==> config.mk <==
export PLATFORM = sky130hd
export DESIGN_NAME = sem_core
export DESIGN_NICKNAME = d
export VERILOG_FILES = /design/src/verilog/sem_pkg.sv /design/src/verilog/sem_core.sv
export SDC_FILE = /design/constraint.sdc
export NUM_CORES = 2
export LEC_CHECK = 0
export BUFFER_PORTS_ARGS = -buffer_cell sky130_fd_sc_hd__buf_2
export CAP_MARGIN = 40
export CORE_UTILIZATION = 60
export CTS_CLUSTER_DIAMETER = 150
export CTS_CLUSTER_SIZE = 12
export DETAILED_ROUTE_END_ITERATION = 6
export PLACE_DENSITY = 0.74
export SYNTH_ARGS = -nofsm -noshare
export SYNTH_HDL_FRONTEND = slang
export SYNTH_MEMORY_MAX_BITS = 65536
export SYNTH_SLANG_ARGS = --single-unit
==> constraint.sdc <==
create_clock -name clk -period 10.35 [get_ports clk]
set_clock_uncertainty 0.15 [all_clocks]
set_input_delay 2.07 -clock clk [delete_from_list [all_inputs] [get_ports clk]]
set_output_delay 2.07 -clock clk [all_outputs]
set_load 0.01 [all_outputs]
==> src/verilog/sem_pkg.sv <==
// Constants and states of the memory command layer
package sem_pkg;
    // Command codes
    localparam logic [7:0] CMD_WRITE_SP = 8'h0F;
    localparam logic [7:0] CMD_READ_SP  = 8'hAA;
    localparam logic [7:0] CMD_COPY_SP  = 8'h55;
    localparam logic [7:0] CMD_READ_MEM = 8'hF0;
    // Field layout
    localparam logic [7:0] ADDR_HI_MASK = 8'h01;
    localparam logic [4:0] SP_LAST      = 5'h1F;
    localparam int         ES_PF_BIT    = 5;
    localparam int         ES_AA_BIT    = 7;
    localparam logic [7:0] DATA_ONES    = 8'hFF;
    // CRC16, reflected form of x16+x15+x2+1
    localparam logic [15:0] CRC_POLY    = 16'hA001;
    localparam logic [15:0] CRC_RST     = 16'h0000;
    localparam logic [4:0]  CRC_BITS    = 5'h10;
    // Timing
    localparam int CLK_PERIOD_NS = 100;
    localparam int COPY_MAX_NS   = 5000000;
    localparam int COPY_MAX_CYC  = COPY_MAX_NS / CLK_PERIOD_NS;
    localparam int NV_BYTE_NS    = 1000;
    localparam int NV_BYTE_CYC   = (NV_BYTE_NS + CLK_PERIOD_NS - 1) / CLK_PERIOD_NS;
    // Copy path buffer
    localparam int CP_FIFO_W     = 17;
    localparam int CP_FIFO_D     = 32;

    typedef enum logic [3:0] {
        ST_IDLE    = 4'b0000,
        ST_CMD     = 4'b0001,
        ST_WS_ADDR = 4'b0010,
        ST_WS_DATA = 4'b0011,
        ST_WS_CRC  = 4'b0100,
        ST_RS      = 4'b0101,
        ST_CP_AUTH = 4'b0110,
        ST_CP_BUSY = 4'b0111,
        ST_CP_DONE = 4'b1000,
        ST_RM_ADDR = 4'b1001,
        ST_RM      = 4'b1010,
        ST_DEAD    = 4'b1011
    } sem_state_t;
endpackage : sem_pkg
==> src/verilog/sem_core.sv <==
// Copy FIFO and memory command interpreter
`timescale 1ns/10ps

module sem_fifo #(
    parameter int W = 8,
    parameter int D = 4
) (
    // Clock and reset
    input  wire logic         clk,
    input  wire logic         rst,
    input  wire logic         ce,
    // Fill side
    input  wire logic         in_valid,
    output logic              in_ready,
    input  wire logic [W-1:0] in_data,
    // Drain side
    output logic              out_valid,
    input  wire logic         out_ready,
    output logic [W-1:0]      out_data
);
    localparam int AW = $clog2(D);
    logic [W-1:0] mem_q [D];
    logic [AW-1:0] wp_q;
    logic [AW-1:0] rp_q;
    logic [AW:0]   cnt_q;
    logic          push;
    logic          pop;

    assign in_ready  = cnt_q != (AW+1)'(D);
    assign out_valid = cnt_q != '0;
    assign out_data  = mem_q[rp_q];
    assign push      = ce && in_valid && in_ready;
    assign pop       = ce && out_valid && out_ready;

    always_ff @(posedge clk) begin
        if (push) begin
            mem_q[wp_q] <= in_data;
        end
    end

    always_ff @(posedge clk) begin
        if (rst) begin
            wp_q  <= '0;
            rp_q  <= '0;
            cnt_q <= '0;
        end else begin
            if (push) wp_q <= wp_q + 1'b1;
            if (pop)  rp_q <= rp_q + 1'b1;
            if (push && !pop) cnt_q <= cnt_q + 1'b1;
            else if (pop && !push) cnt_q <= cnt_q - 1'b1;
        end
    end
endmodule : sem_fifo

module sem_core import sem_pkg::*; #(
    parameter int COPY_LIMIT = COPY_MAX_CYC
) (
    // Clock, reset, enable
    input  wire logic clk,
    input  wire logic rst,
    input  wire logic ce,
    // Slot layer strobes, same clock
    input  wire logic bus_reset,
    input  wire logic cmd_start,
    input  wire logic wr_bit_valid,
    input  wire logic wr_bit,
    input  wire logic rd_req,
    output logic      rd_valid,
    output logic      rd_bit,
    // Speed control
    input  wire logic speed_fast_set,
    input  wire logic speed_regular_set,
    output logic      fast_speed_flag,
    // Status
    output logic      partial_byte_flag,
    output logic      copy_accepted_flag,
    output logic      copy_busy
);
    sem_state_t  st_q;
    sem_state_t  st_d;
    logic [7:0]  sp_q [32];
    logic [7:0]  mem_q [512];
    logic [7:0]  sr_q;
    logic [2:0]  bcnt_q;
    logic [1:0]  idx_q;
    logic [4:0]  rbit_q;
    logic [9:0]  ptr_q;
    logic [7:0]  target_addr_low_q;
    logic [7:0]  target_addr_high_q;
    logic [4:0]  end_offset_bits_q;
    logic        pf_q;
    logic        aa_q;
    logic        bad_q;
    logic [15:0] crc_q;
    logic        alt_q;
    logic        fast_q;
    logic        busy_q;
    logic        rdv_q;
    logic        rdb_q;
    logic        pushed_q;
    logic [3:0]  nv_q;
    logic [16:0] cyc_q;
    logic        bit_v;
    logic        rd_v;
    logic        br;
    logic        rx_on;
    logic        byte_done;
    logic        rbyte_done;
    logic [7:0]  byte_val;
    logic [7:0]  es;
    logic [7:0]  cur_byte;
    logic        rd_d;
    logic        auth_ok;
    logic        cp_push;
    logic        cp_ready;
    logic        nv_valid;
    logic        nv_take;
    logic [16:0] nv_word;
    logic        copy_done;
    logic [4:0]  start_offset_bits;

    assign bit_v      = ce && wr_bit_valid;
    assign rd_v       = ce && rd_req;
    assign br         = ce && bus_reset;
    assign rx_on      = st_q inside {ST_CMD, ST_WS_ADDR, ST_WS_DATA, ST_CP_AUTH, ST_RM_ADDR};
    assign byte_done  = bit_v && rx_on && bcnt_q == 3'h7;
    assign rbyte_done = rd_v && rbit_q[2:0] == 3'h7;
    assign byte_val   = {wr_bit, sr_q[7:1]};
    assign es = {aa_q, 1'b0, pf_q, end_offset_bits_q};
    assign start_offset_bits = target_addr_low_q[4:0];
    assign auth_ok = !bad_q && byte_val == es;

    // Bit receiver
    always_ff @(posedge clk) begin
        if (rst) begin
            sr_q   <= '0;
            bcnt_q <= '0;
        end else if (ce) begin
            if (bus_reset || cmd_start || st_d != st_q) begin
                bcnt_q <= '0;
            end else if (bit_v && rx_on) begin
                sr_q   <= byte_val;
                bcnt_q <= bcnt_q + 1'b1;
            end
        end
    end

    // Command sequencer
    always_comb begin
        st_d = st_q;
        unique case (st_q)
            ST_IDLE: if (cmd_start) st_d = ST_CMD;
            ST_CMD: begin
                if (byte_done) begin
                    unique case (byte_val)
                        CMD_WRITE_SP: st_d = ST_WS_ADDR;
                        CMD_READ_SP:  st_d = ST_RS;
                        CMD_COPY_SP:  st_d = ST_CP_AUTH;
                        CMD_READ_MEM: st_d = ST_RM_ADDR;
                        default:      st_d = ST_DEAD;
                    endcase
                end
            end
            ST_WS_ADDR: if (byte_done && idx_q == 2'h1) st_d = ST_WS_DATA;
            ST_WS_DATA: if (byte_done && ptr_q[4:0] == SP_LAST) st_d = ST_WS_CRC;
            ST_CP_AUTH: begin
                if (byte_done && idx_q == 2'h2) st_d = auth_ok ? ST_CP_BUSY : ST_DEAD;
            end
            ST_CP_BUSY: if (copy_done) st_d = ST_CP_DONE;
            ST_RM_ADDR: if (byte_done && idx_q == 2'h1) st_d = ST_RM;
            ST_WS_CRC, ST_RS, ST_CP_DONE, ST_RM, ST_DEAD: st_d = st_q;
            default: st_d = ST_IDLE;
        endcase
        // Copy in progress rides through a reset; master must stay quiet
        if (bus_reset && st_q != ST_CP_BUSY) st_d = ST_IDLE;
    end

    // Busy output registered beside the state, not decoded
    always_ff @(posedge clk) begin
        if (rst) begin
            st_q   <= ST_IDLE;
            busy_q <= 1'b0;
        end else if (ce) begin
            st_q   <= st_d;
            busy_q <= st_d == ST_CP_BUSY;
        end
    end

    // Byte index within a phase
    always_ff @(posedge clk) begin
        if (rst) begin
            idx_q  <= '0;
            rbit_q <= '0;
        end else if (ce) begin
            if (st_d != st_q) begin
                idx_q  <= '0;
                rbit_q <= '0;
            end else begin
                if (byte_done || (rbyte_done && st_q == ST_RS && idx_q != 2'h3)) begin
                    idx_q <= idx_q + 1'b1;
                end
                if (rd_v && !(st_q == ST_WS_CRC && rbit_q == CRC_BITS)) begin
                    rbit_q <= rbit_q + 1'b1;
                end
            end
        end
    end

    always_ff @(posedge clk) begin
        if (rst) begin
            target_addr_low_q  <= '0;
            target_addr_high_q <= '0;
        end else if (byte_done && st_q inside {ST_WS_ADDR, ST_RM_ADDR}) begin
            if (idx_q == 2'h0) target_addr_low_q <= byte_val;
            else target_addr_high_q <= byte_val & ADDR_HI_MASK;
        end
    end

    // Status flags
    always_ff @(posedge clk) begin
        if (rst) begin
            end_offset_bits_q <= '0;
            pf_q              <= 1'b0;
            aa_q              <= 1'b0;
        end else begin
            if (byte_done && st_q == ST_CMD && byte_val == CMD_WRITE_SP) aa_q <= 1'b0;
            if (byte_done && st_q == ST_WS_DATA) begin
                end_offset_bits_q <= ptr_q[4:0];
                pf_q              <= 1'b0;
            end
            if (br && st_q inside {ST_WS_ADDR, ST_WS_DATA} && bcnt_q != 3'h0) pf_q <= 1'b1;
            if (byte_done && st_q == ST_CP_AUTH && idx_q == 2'h2 && auth_ok) aa_q <= 1'b1;
        end
    end

    // Authorisation mismatch memory
    always_ff @(posedge clk) begin
        if (rst) begin
            bad_q <= 1'b0;
        end else if (ce) begin
            if (st_q != ST_CP_AUTH) bad_q <= 1'b0;
            else if (byte_done && idx_q == 2'h0) bad_q <= byte_val != target_addr_low_q;
            else if (byte_done && idx_q == 2'h1) bad_q <= bad_q || byte_val != target_addr_high_q;
        end
    end

    // Shared pointer: scratchpad offset, copy offset, memory address
    always_ff @(posedge clk) begin
        if (rst) begin
            ptr_q <= '0;
        end else if (ce) begin
            if (byte_done && st_q == ST_WS_ADDR && idx_q == 2'h0) begin
                ptr_q <= {5'h00, byte_val[4:0]};
            end else if (byte_done && st_q == ST_WS_DATA) begin
                ptr_q <= ptr_q + 1'b1;
            end else if (byte_done && st_q == ST_CMD) begin
                ptr_q <= {5'h00, start_offset_bits};
            end else if (byte_done && st_q == ST_CP_AUTH) begin
                ptr_q <= {5'h00, start_offset_bits};
            end else if (byte_done && st_q == ST_RM_ADDR && idx_q == 2'h1) begin
                ptr_q <= {1'b0, byte_val[0], target_addr_low_q};
            end else if (rbyte_done && st_q == ST_RS && idx_q == 2'h3 && !ptr_q[5]) begin
                ptr_q <= ptr_q + 1'b1;
            end else if (rbyte_done && st_q == ST_RM && !ptr_q[9]) begin
                ptr_q <= ptr_q + 1'b1;
            end else if (cp_push && cp_ready && ptr_q[4:0] != end_offset_bits_q) begin
                ptr_q <= {5'h00, ptr_q[4:0] + 5'h01};
            end
        end
    end

    // Scratchpad storage
    always_ff @(posedge clk) begin
        if (byte_done && st_q == ST_WS_DATA) sp_q[ptr_q[4:0]] <= byte_val;
    end

    always_ff @(posedge clk) begin
        if (rst) begin
            crc_q <= CRC_RST;
        end else if (ce) begin
            if (cmd_start) begin
                crc_q <= CRC_RST;
            end else if (bit_v && st_q inside {ST_CMD, ST_WS_ADDR, ST_WS_DATA}) begin
                crc_q <= (crc_q >> 1) ^ ((crc_q[0] ^ wr_bit) ? CRC_POLY : 16'h0000);
            end
        end
    end

    // Copy offsets start through end into the buffer
    assign cp_push = ce && st_q == ST_CP_BUSY && !pushed_q;
    assign nv_take = ce && nv_valid && nv_q == 4'h0;

    always_ff @(posedge clk) begin
        if (rst) begin
            pushed_q <= 1'b0;
        end else if (ce) begin
            if (st_q != ST_CP_BUSY) pushed_q <= 1'b0;
            else if (cp_push && cp_ready && ptr_q[4:0] == end_offset_bits_q) pushed_q <= 1'b1;
        end
    end

    // One byte per program time; the buffer is as deep as the scratchpad, so it never fills
    sem_fifo #(
        .W (CP_FIFO_W),
        .D (CP_FIFO_D)
    ) u_cp_fifo (
        .clk       (clk),
        .rst       (rst),
        .ce        (ce),
        .in_valid  (cp_push),
        .in_ready  (cp_ready),
        .in_data   ({target_addr_high_q[0], target_addr_low_q[7:5], ptr_q[4:0], sp_q[ptr_q[4:0]]}),
        .out_valid (nv_valid),
        .out_ready (nv_q == 4'h0),
        .out_data  (nv_word)
    );

    always_ff @(posedge clk) begin
        if (rst) begin
            nv_q <= '0;
        end else if (ce) begin
            if (nv_take) nv_q <= 4'(NV_BYTE_CYC - 1);
            else if (nv_q != 4'h0) nv_q <= nv_q - 1'b1;
        end
    end

    always_ff @(posedge clk) begin
        if (nv_take) mem_q[nv_word[16:8]] <= nv_word[7:0];
    end

    assign copy_done = pushed_q && !nv_valid && nv_q == 4'h0;

    always_ff @(posedge clk) begin
        if (rst) begin
            cyc_q <= '0;
        end else if (ce) begin
            cyc_q <= st_q == ST_CP_BUSY ? cyc_q + 1'b1 : 17'h00000;
        end
    end

    always_ff @(posedge clk) begin
        if (rst) begin
            alt_q <= 1'b0;
        end else if (ce) begin
            if (st_q != ST_CP_DONE) alt_q <= 1'b0;
            else if (rd_v) alt_q <= !alt_q;
        end
    end

    always_comb begin
        cur_byte = DATA_ONES;
        if (st_q == ST_RS) begin
            unique case (idx_q)
                2'h0: cur_byte = target_addr_low_q;
                2'h1: cur_byte = target_addr_high_q;
                2'h2: cur_byte = es;
                2'h3: cur_byte = ptr_q[5] ? DATA_ONES : sp_q[ptr_q[4:0]];
            endcase
        end else if (st_q == ST_RM) begin
            cur_byte = ptr_q[9] ? DATA_ONES : mem_q[ptr_q[8:0]];
        end
    end

    always_comb begin
        rd_d = 1'b1;
        unique case (st_q)
            ST_WS_CRC:  rd_d = rbit_q < CRC_BITS ? !crc_q[rbit_q[3:0]] : 1'b1;
            ST_CP_DONE: rd_d = alt_q;
            ST_RS, ST_RM: rd_d = cur_byte[rbit_q[2:0]];
            default:    rd_d = 1'b1;
        endcase
    end

    // Registered read answer
    always_ff @(posedge clk) begin
        if (rst) begin
            rdv_q <= 1'b0;
            rdb_q <= 1'b1;
        end else if (ce) begin
            rdv_q <= rd_req;
            if (rd_req) rdb_q <= rd_d;
        end
    end

    always_ff @(posedge clk) begin
        if (rst) begin
            fast_q <= 1'b0;
        end else if (ce) begin
            if (speed_regular_set) fast_q <= 1'b0;
            else if (speed_fast_set) fast_q <= 1'b1;
        end
    end

    assign rd_valid           = rdv_q;
    assign rd_bit             = rdb_q;
    assign fast_speed_flag    = fast_q;
    assign partial_byte_flag  = pf_q;
    assign copy_accepted_flag = aa_q;
    assign copy_busy          = busy_q;
endmodule : sem_core

; ---- Yosys cells after proc, flatten, opt, wreduce, memory -nomap -nowiden
; Memories as Yosys holds them, arrays and structs flattened. A register that Yosys moved wholly into a read port is not among the register bits.
; Index checks and enable logic that the tools add are counted.
[op_classes]
mux = 68
shift = 0
n_mul = 0
n_lt_le_gt_ge = 3
eq_ne = 34
div = 0
n_reduce_logical = 100
n_addsub = 10
n_bitwise = 4
[op_table]
columns = op, count
row1 = $mux 10, 8
row2 = $mux 16, 3
row3 = $logic_and 1x1->1, 47
row4 = $mux 4, 11
row5 = $mux 8, 4
row6 = $pmux 4 s8, 1
row7 = $pmux 8 s4, 1
row8 = $mux 5, 6
row9 = $reduce_and 2->1, 13
row10 = $reduce_bool 2->1, 13
row11 = $mux 1, 22
row12 = $add 5x1->5 const B, 4
row13 = $eq 4x3->1 const B, 5
row14 = $mux 9, 2
row15 = $eq 4x4->1 const B, 4
row16 = $eq 8x8->1 const B, 2
row17 = $pmux 4 s4, 1
row18 = $xor 15x16->16, 1
row19 = $mux 6, 2
row20 = $add 10x1->10 const B, 1
row21 = $eq 5x5->1 const B, 2
row22 = $logic_not 1->1, 10
row23 = $reduce_bool 3->1, 3
row24 = $eq 4x2->1 const B, 2
row25 = other kinds (41), 51
[word_totals]
out_inout_bits = 6
mem_bits_ro = 0
ramBits = 4896
in_bits = 10
register_bits = 91
n_memories = 3
wordCells = 245
latchBits = 0
[mem_list]
columns = name, depth, width, rd, rd_clocked_by_memory_dff, wr, line
row1 = mem_q, 512, 8, 1, 1, 1, sem_core.sv:82  ; logic [7:0] mem_q [512];
row2 = u_cp_fifo.mem_q, 32, 17, 1, 1, 1, sem_core.sv:22  ; logic [W-1:0] mem_q [D];
row3 = sp_q, 32, 8, 1, 1, 1, sem_core.sv:81  ; logic [7:0] sp_q [32];

; ---- Depth between registers and ports, before layout
[depth]
word_depth = 15
depth_mapped = 17
ltp_nobuf = 15

; ---- Modules after synthesis
; From an unflattened synthesis, not the netlist that was laid out.
[hier_totals]
hier_cells = 9878
area_unflattened_um2 = 196244.5
[by_module_without_submodules]
columns = module, cells_each, n_inst, seq_area_each_um2, area_each_um2
row1 = sem_core, 8742, 1, 132346.9, 174322.2
row2 = sem_fifo, 1136, 1, 16756.1, 21922.3

; ---- Least setup slack after synthesis
; OpenSTA, ideal clock, no wires.
[synth_path]
path_type = reg-to-reg
startpoint = register (tool-made name)
endpoint = memory mem_q[0][0], data pin
synth_period_minus_slack_ps = 6887
arrival_ps = 5826
required_time_ps = 9289
n_path_buf = 5
setup_ps = 911
path_stages_with_launch = 9
path_slack_ps = 3463
cell_sequence = dfxtp_1 buf_2 buf_2 buf_2 clkbuf_1 buf_2 mux4_2 mux4_2 mux2_2
[synth_rtl]
columns = element, line
row1 = to (decl), sem_core.sv:82

==> metrics.md <==
| Metric | Value |
|---|---|
| Status | `completed` |
| Top cells by area, synth | `edfxtp_1 (75%), mux4_2 (14%), mux2i_1 (1.4%), nor2_1 (1.4%), dfxtp_1 (1.1%)` |
| GP Congestion | `between 0.9 and 1` |
| Relative slew slack | `roughly 8%` |
| Layer with the highest usage | `met2` |
| Most used DFF post-synth | `edfxtp_1` |
| Mapped cell area | `between 150000 and 200000 sq um` |
| Total gr overflow | `0` |
| Die area | `327400 sq um` |
| Hold path start | `copy_busy` |
| Most common cell in the synthesized netlist | `edfxtp_1` |
| Io pins | `16` |
| Met2 Track Usage GR | `47.29%` |
| RSZ-0062 raised after global routing | `no` |
| WP data arrival | `about 7.1 ns` |
| # nets final | `roughly 9500` |
| Reg2reg end | `rd_bit` |
| Initial antenna violation count | `24` |
| Crit path launch type | `register` |
| Die outline width | `around 570 microns` |
| Post-synth top cells | `edfxtp_1 (4896), mux4_2 (1187), nor2_1 (741)` |
| FFs w/ async S/R, synth | `0%` |
| Sequential area share after synthesis | `76.44%` |
| Starting Density | `around 61%` |
| Max Clk Rate | `between 0.15 and 0.2 GHz` |
| Iteration-0 DRC Markers | `about 15000` |
| TritonRoute pass-1 iters | `7` |
| Root buf cell | `clkbuf_16` |
| Total Wirelength | `503200 microns` |
| Clock Pin Slew Worst Setup and Hold Paths | `0.06 ns` |
| Mapped Cells | `between 9000 and 10000` |
| Yosys top cell area share | `75.37%` |
| Yosys top cell by area | `edfxtp_1` |
| Worst Hold Path EP | `copy_busy` |
| Cts bufs inserted | `455` |
| Total Power | `between 40 and 50 mW` |
| Crit path max fanout | `between 50 and 60` |
| Post-DR vias/cell | `between 7 and 8` |
| Final setup vio count | `0` |
| Max Transition Viols Final | `0` |
| Worst path required time | `about 11 ns` |
| Final HPWL from detailed placement | `approximately 300000 microns` |
| Wire per inst | `roughly 36 microns` |
| Clk Latency, worst-skew pair | `1.00 ns` |
| Worst Tran Pin Value | `1.382 ns` |
| Post-CTS setup buffers | `0` |
| Core area | `between 300000 and 400000 sq um` |
| CP Capture Type | `register` |
| Synth warn | `0` |
| H-tree levels | `5` |
| Peak VDD IR | `roughly 160 uV` |
| Min-Delay Path Class | `register to register` |
| Cell area after layout | `roughly 210000 sq um` |
| # fillers | `about 20000` |
| Post-CTS Resized | `0` |
| Clk buf depth | `4` |
| Clock Sink Count | `5000` |
| Post-synth EDFFs | `roughly 5000` |
| Hold-fix buffers, CTS | `0` |
| Vias | `97989` |
| Pin count of the biggest net entering global routing | `213` |
| Grt met1 use | `43.14%` |
| Chip height | `572.2 microns` |
| Met3 usage | `7.371%` |
| ANT nets after route | `0` |
| First-pass GRT wire length | `between 700000 and 800000 microns` |
| Post-placement cell area | `between 200000 and 250000 sq um` |
| Core Rows | `208` |
| Hold Worst Slack | `0.3151 ns` |
| IO Port Bufs | `15` |
| Reg2reg path depth | `11` |
| Fin crit share | `approximately three fifths` |
| Final min period | `between 6 and 7 ns` |
| Reg-to-reg slack, setup | `between 3 and 4 ns` |
| Max Cap Violations | `0` |
| Share of post-route cells with drive strength above 1 | `around 22%` |
| Syn_nets | `slightly above 9000` |
| Post-route setup TNS | `0 ns` |
| Hold Path Depth | `2` |
| DRC | `0` |
| CP Class | `register to register` |
| Yosys reg bits | `5000` |
| CTS tree | `built` |
| Vias in the first global route | `slightly below 100k` |
| Leak | `~63 nW` |
| GRT Total Usage | `31.00%` |
| Syn_area_per_cell | `21.09 sq um` |
| Area delta synth->final | `9.101%` |
| Fin. Hold Viols | `0` |
| Power per Cell Area | `190.5 nW/um^2` |
| Post-synthesis cell type count | `86` |
==> worst max-delay path, stage by stage, from the launching register on <==
cell      delay (ns)
dfxtp_4         0.80
buf_4           0.59
buf_4           0.73
mux4_2          0.41
a22oi_1         0.28
a21oi_1         0.32
nor4_1          0.87
o22ai_1         0.16
o31ai_1         0.88
o311ai_0        0.52
o211ai_1        0.28
o211ai_1        0.11
==> power breakdown <==
part           switching, mW  internal, mW
combinational           1.97         0.517
sequential            0.0410          23.2
clock                   6.92          7.93
total                   8.94          31.6
==> metal layers <==
| metal | vias up | wire length [microns] |
|---|---|---|
| met1 | 51214 | 180000 |
| met3 | 1146 | 61450 |
| met5 | - | 341 |
| li1 | 38786 | - |
| met4 | 34 | 25910 |
| met2 | 6809 | 235500 |
==> layout by cell type, fill, tap and decap left out, types with 17 or more instances in the layout <==
| master | count |
|---|---|
| a2111oi_0 | 21 |
| a211oi_1 | 51 |
| a21oi_1 | 153 |
| a221oi_1 | 77 |
| a22o_1 | 71 |
| a22oi_1 | 203 |
| a31oi_1 | 32 |
| buf_12 | 35 |
| buf_16 | 19 |
| buf_2 | 20 |
| buf_4 | 226 |
| clkbuf_1 | 68 |
| clkbuf_16 | 462 |
| dfxtp_1 | 91 |
| diode_2 | 21 |
| edfxtp_1 | 4896 |
| ha_1 | 28 |
| inv_1 | 26 |
| mux2_2 | 55 |
| mux2i_1 | 281 |
| mux4_2 | 1187 |
| nand2_1 | 137 |
| nand2b_1 | 17 |
| nand3_1 | 29 |
| nand4_1 | 24 |
| nor2_1 | 737 |
| nor2b_1 | 41 |
| nor3_1 | 46 |
| nor4_1 | 22 |
| o21ai_0 | 76 |
| o221ai_1 | 41 |
| o22ai_1 | 42 |
| xnor2_1 | 27 |
| xor2_1 | 19 |
==> area by class of cell <==
cell class / count / area [sq um] / share of cell area (%)
clock buffer: 530 / 11820 / 5.552
timing repair buffer: 318 / 3228 / 1.517
multi-input combinational: 3644 / 42790 / 20.11
clock inverter: 20 / 299.0 / 0.1405
antenna: 21 / 52.55 / 0.02469
inverter: 30 / 112.6 / 0.05291
sequential: 5000 / 149100 / 70.08
tap: 4305 / 5386 / 2.531
==> logic make-up (layout without fill, tap and decap cells) <==
kind of cell | count (synthesis) | count (layout) | synth area share (%)
muxes | 1536 | 1536 | 15.58
adders and majority gates | 29 | 29 | 0.1899
other | 0 | 21 | 0
and+or+nand+nor | 1172 | 1172 | 2.616
AOI/OAI and AO/OA | 861 | 861 | 3.176
buffers and inverters | 607 | 898 | 1.800
xor gates and xnor gates | 46 | 46 | 0.2065
DFF | 5000 | 5000 | 76.44
==> through the flow <==
step	utilization (%)	setup WS (ns)	instances
after floorplan	-	3.463	9251
after global placement	61.91	3.686	13206
after detailed placement	62.23	4.180	13286
after CTS	65.99	4.287	13836
after global routing	66.04	4.226	13852
final	66.06	3.961	13868
==> registers in the layout (all words and copies together) (netlist names), 2 cells and up, named ones only <==
name / flops
crc_q: 16
u_cp_fifo.cnt_q: 6
u_cp_fifo.rp_q: 5
rbit_q: 5
idx_q: 2
target_addr_low_q: 8
ptr_q: 10
u_cp_fifo.mem_q: 544
end_offset_bits_q: 5
bcnt_q: 3
sr_q: 7
st_q: 4
nv_q: 4
mem_q: 4096
u_cp_fifo.wp_q: 5
sp_q: 256
==> worst max path at each step <==
stage,depth (start not counted),from,to
after floorplan,8,register,mem_q[0][0]
after global placement,7,register,mem_q[440][2]
after detailed placement,8,ce,mem_q[376][6]
after CTS,9,register,mem_q[332][6]
after global routing,11,register,rd_bit
final,11,register,rd_bit
Power figures use the tool's default switching activity.
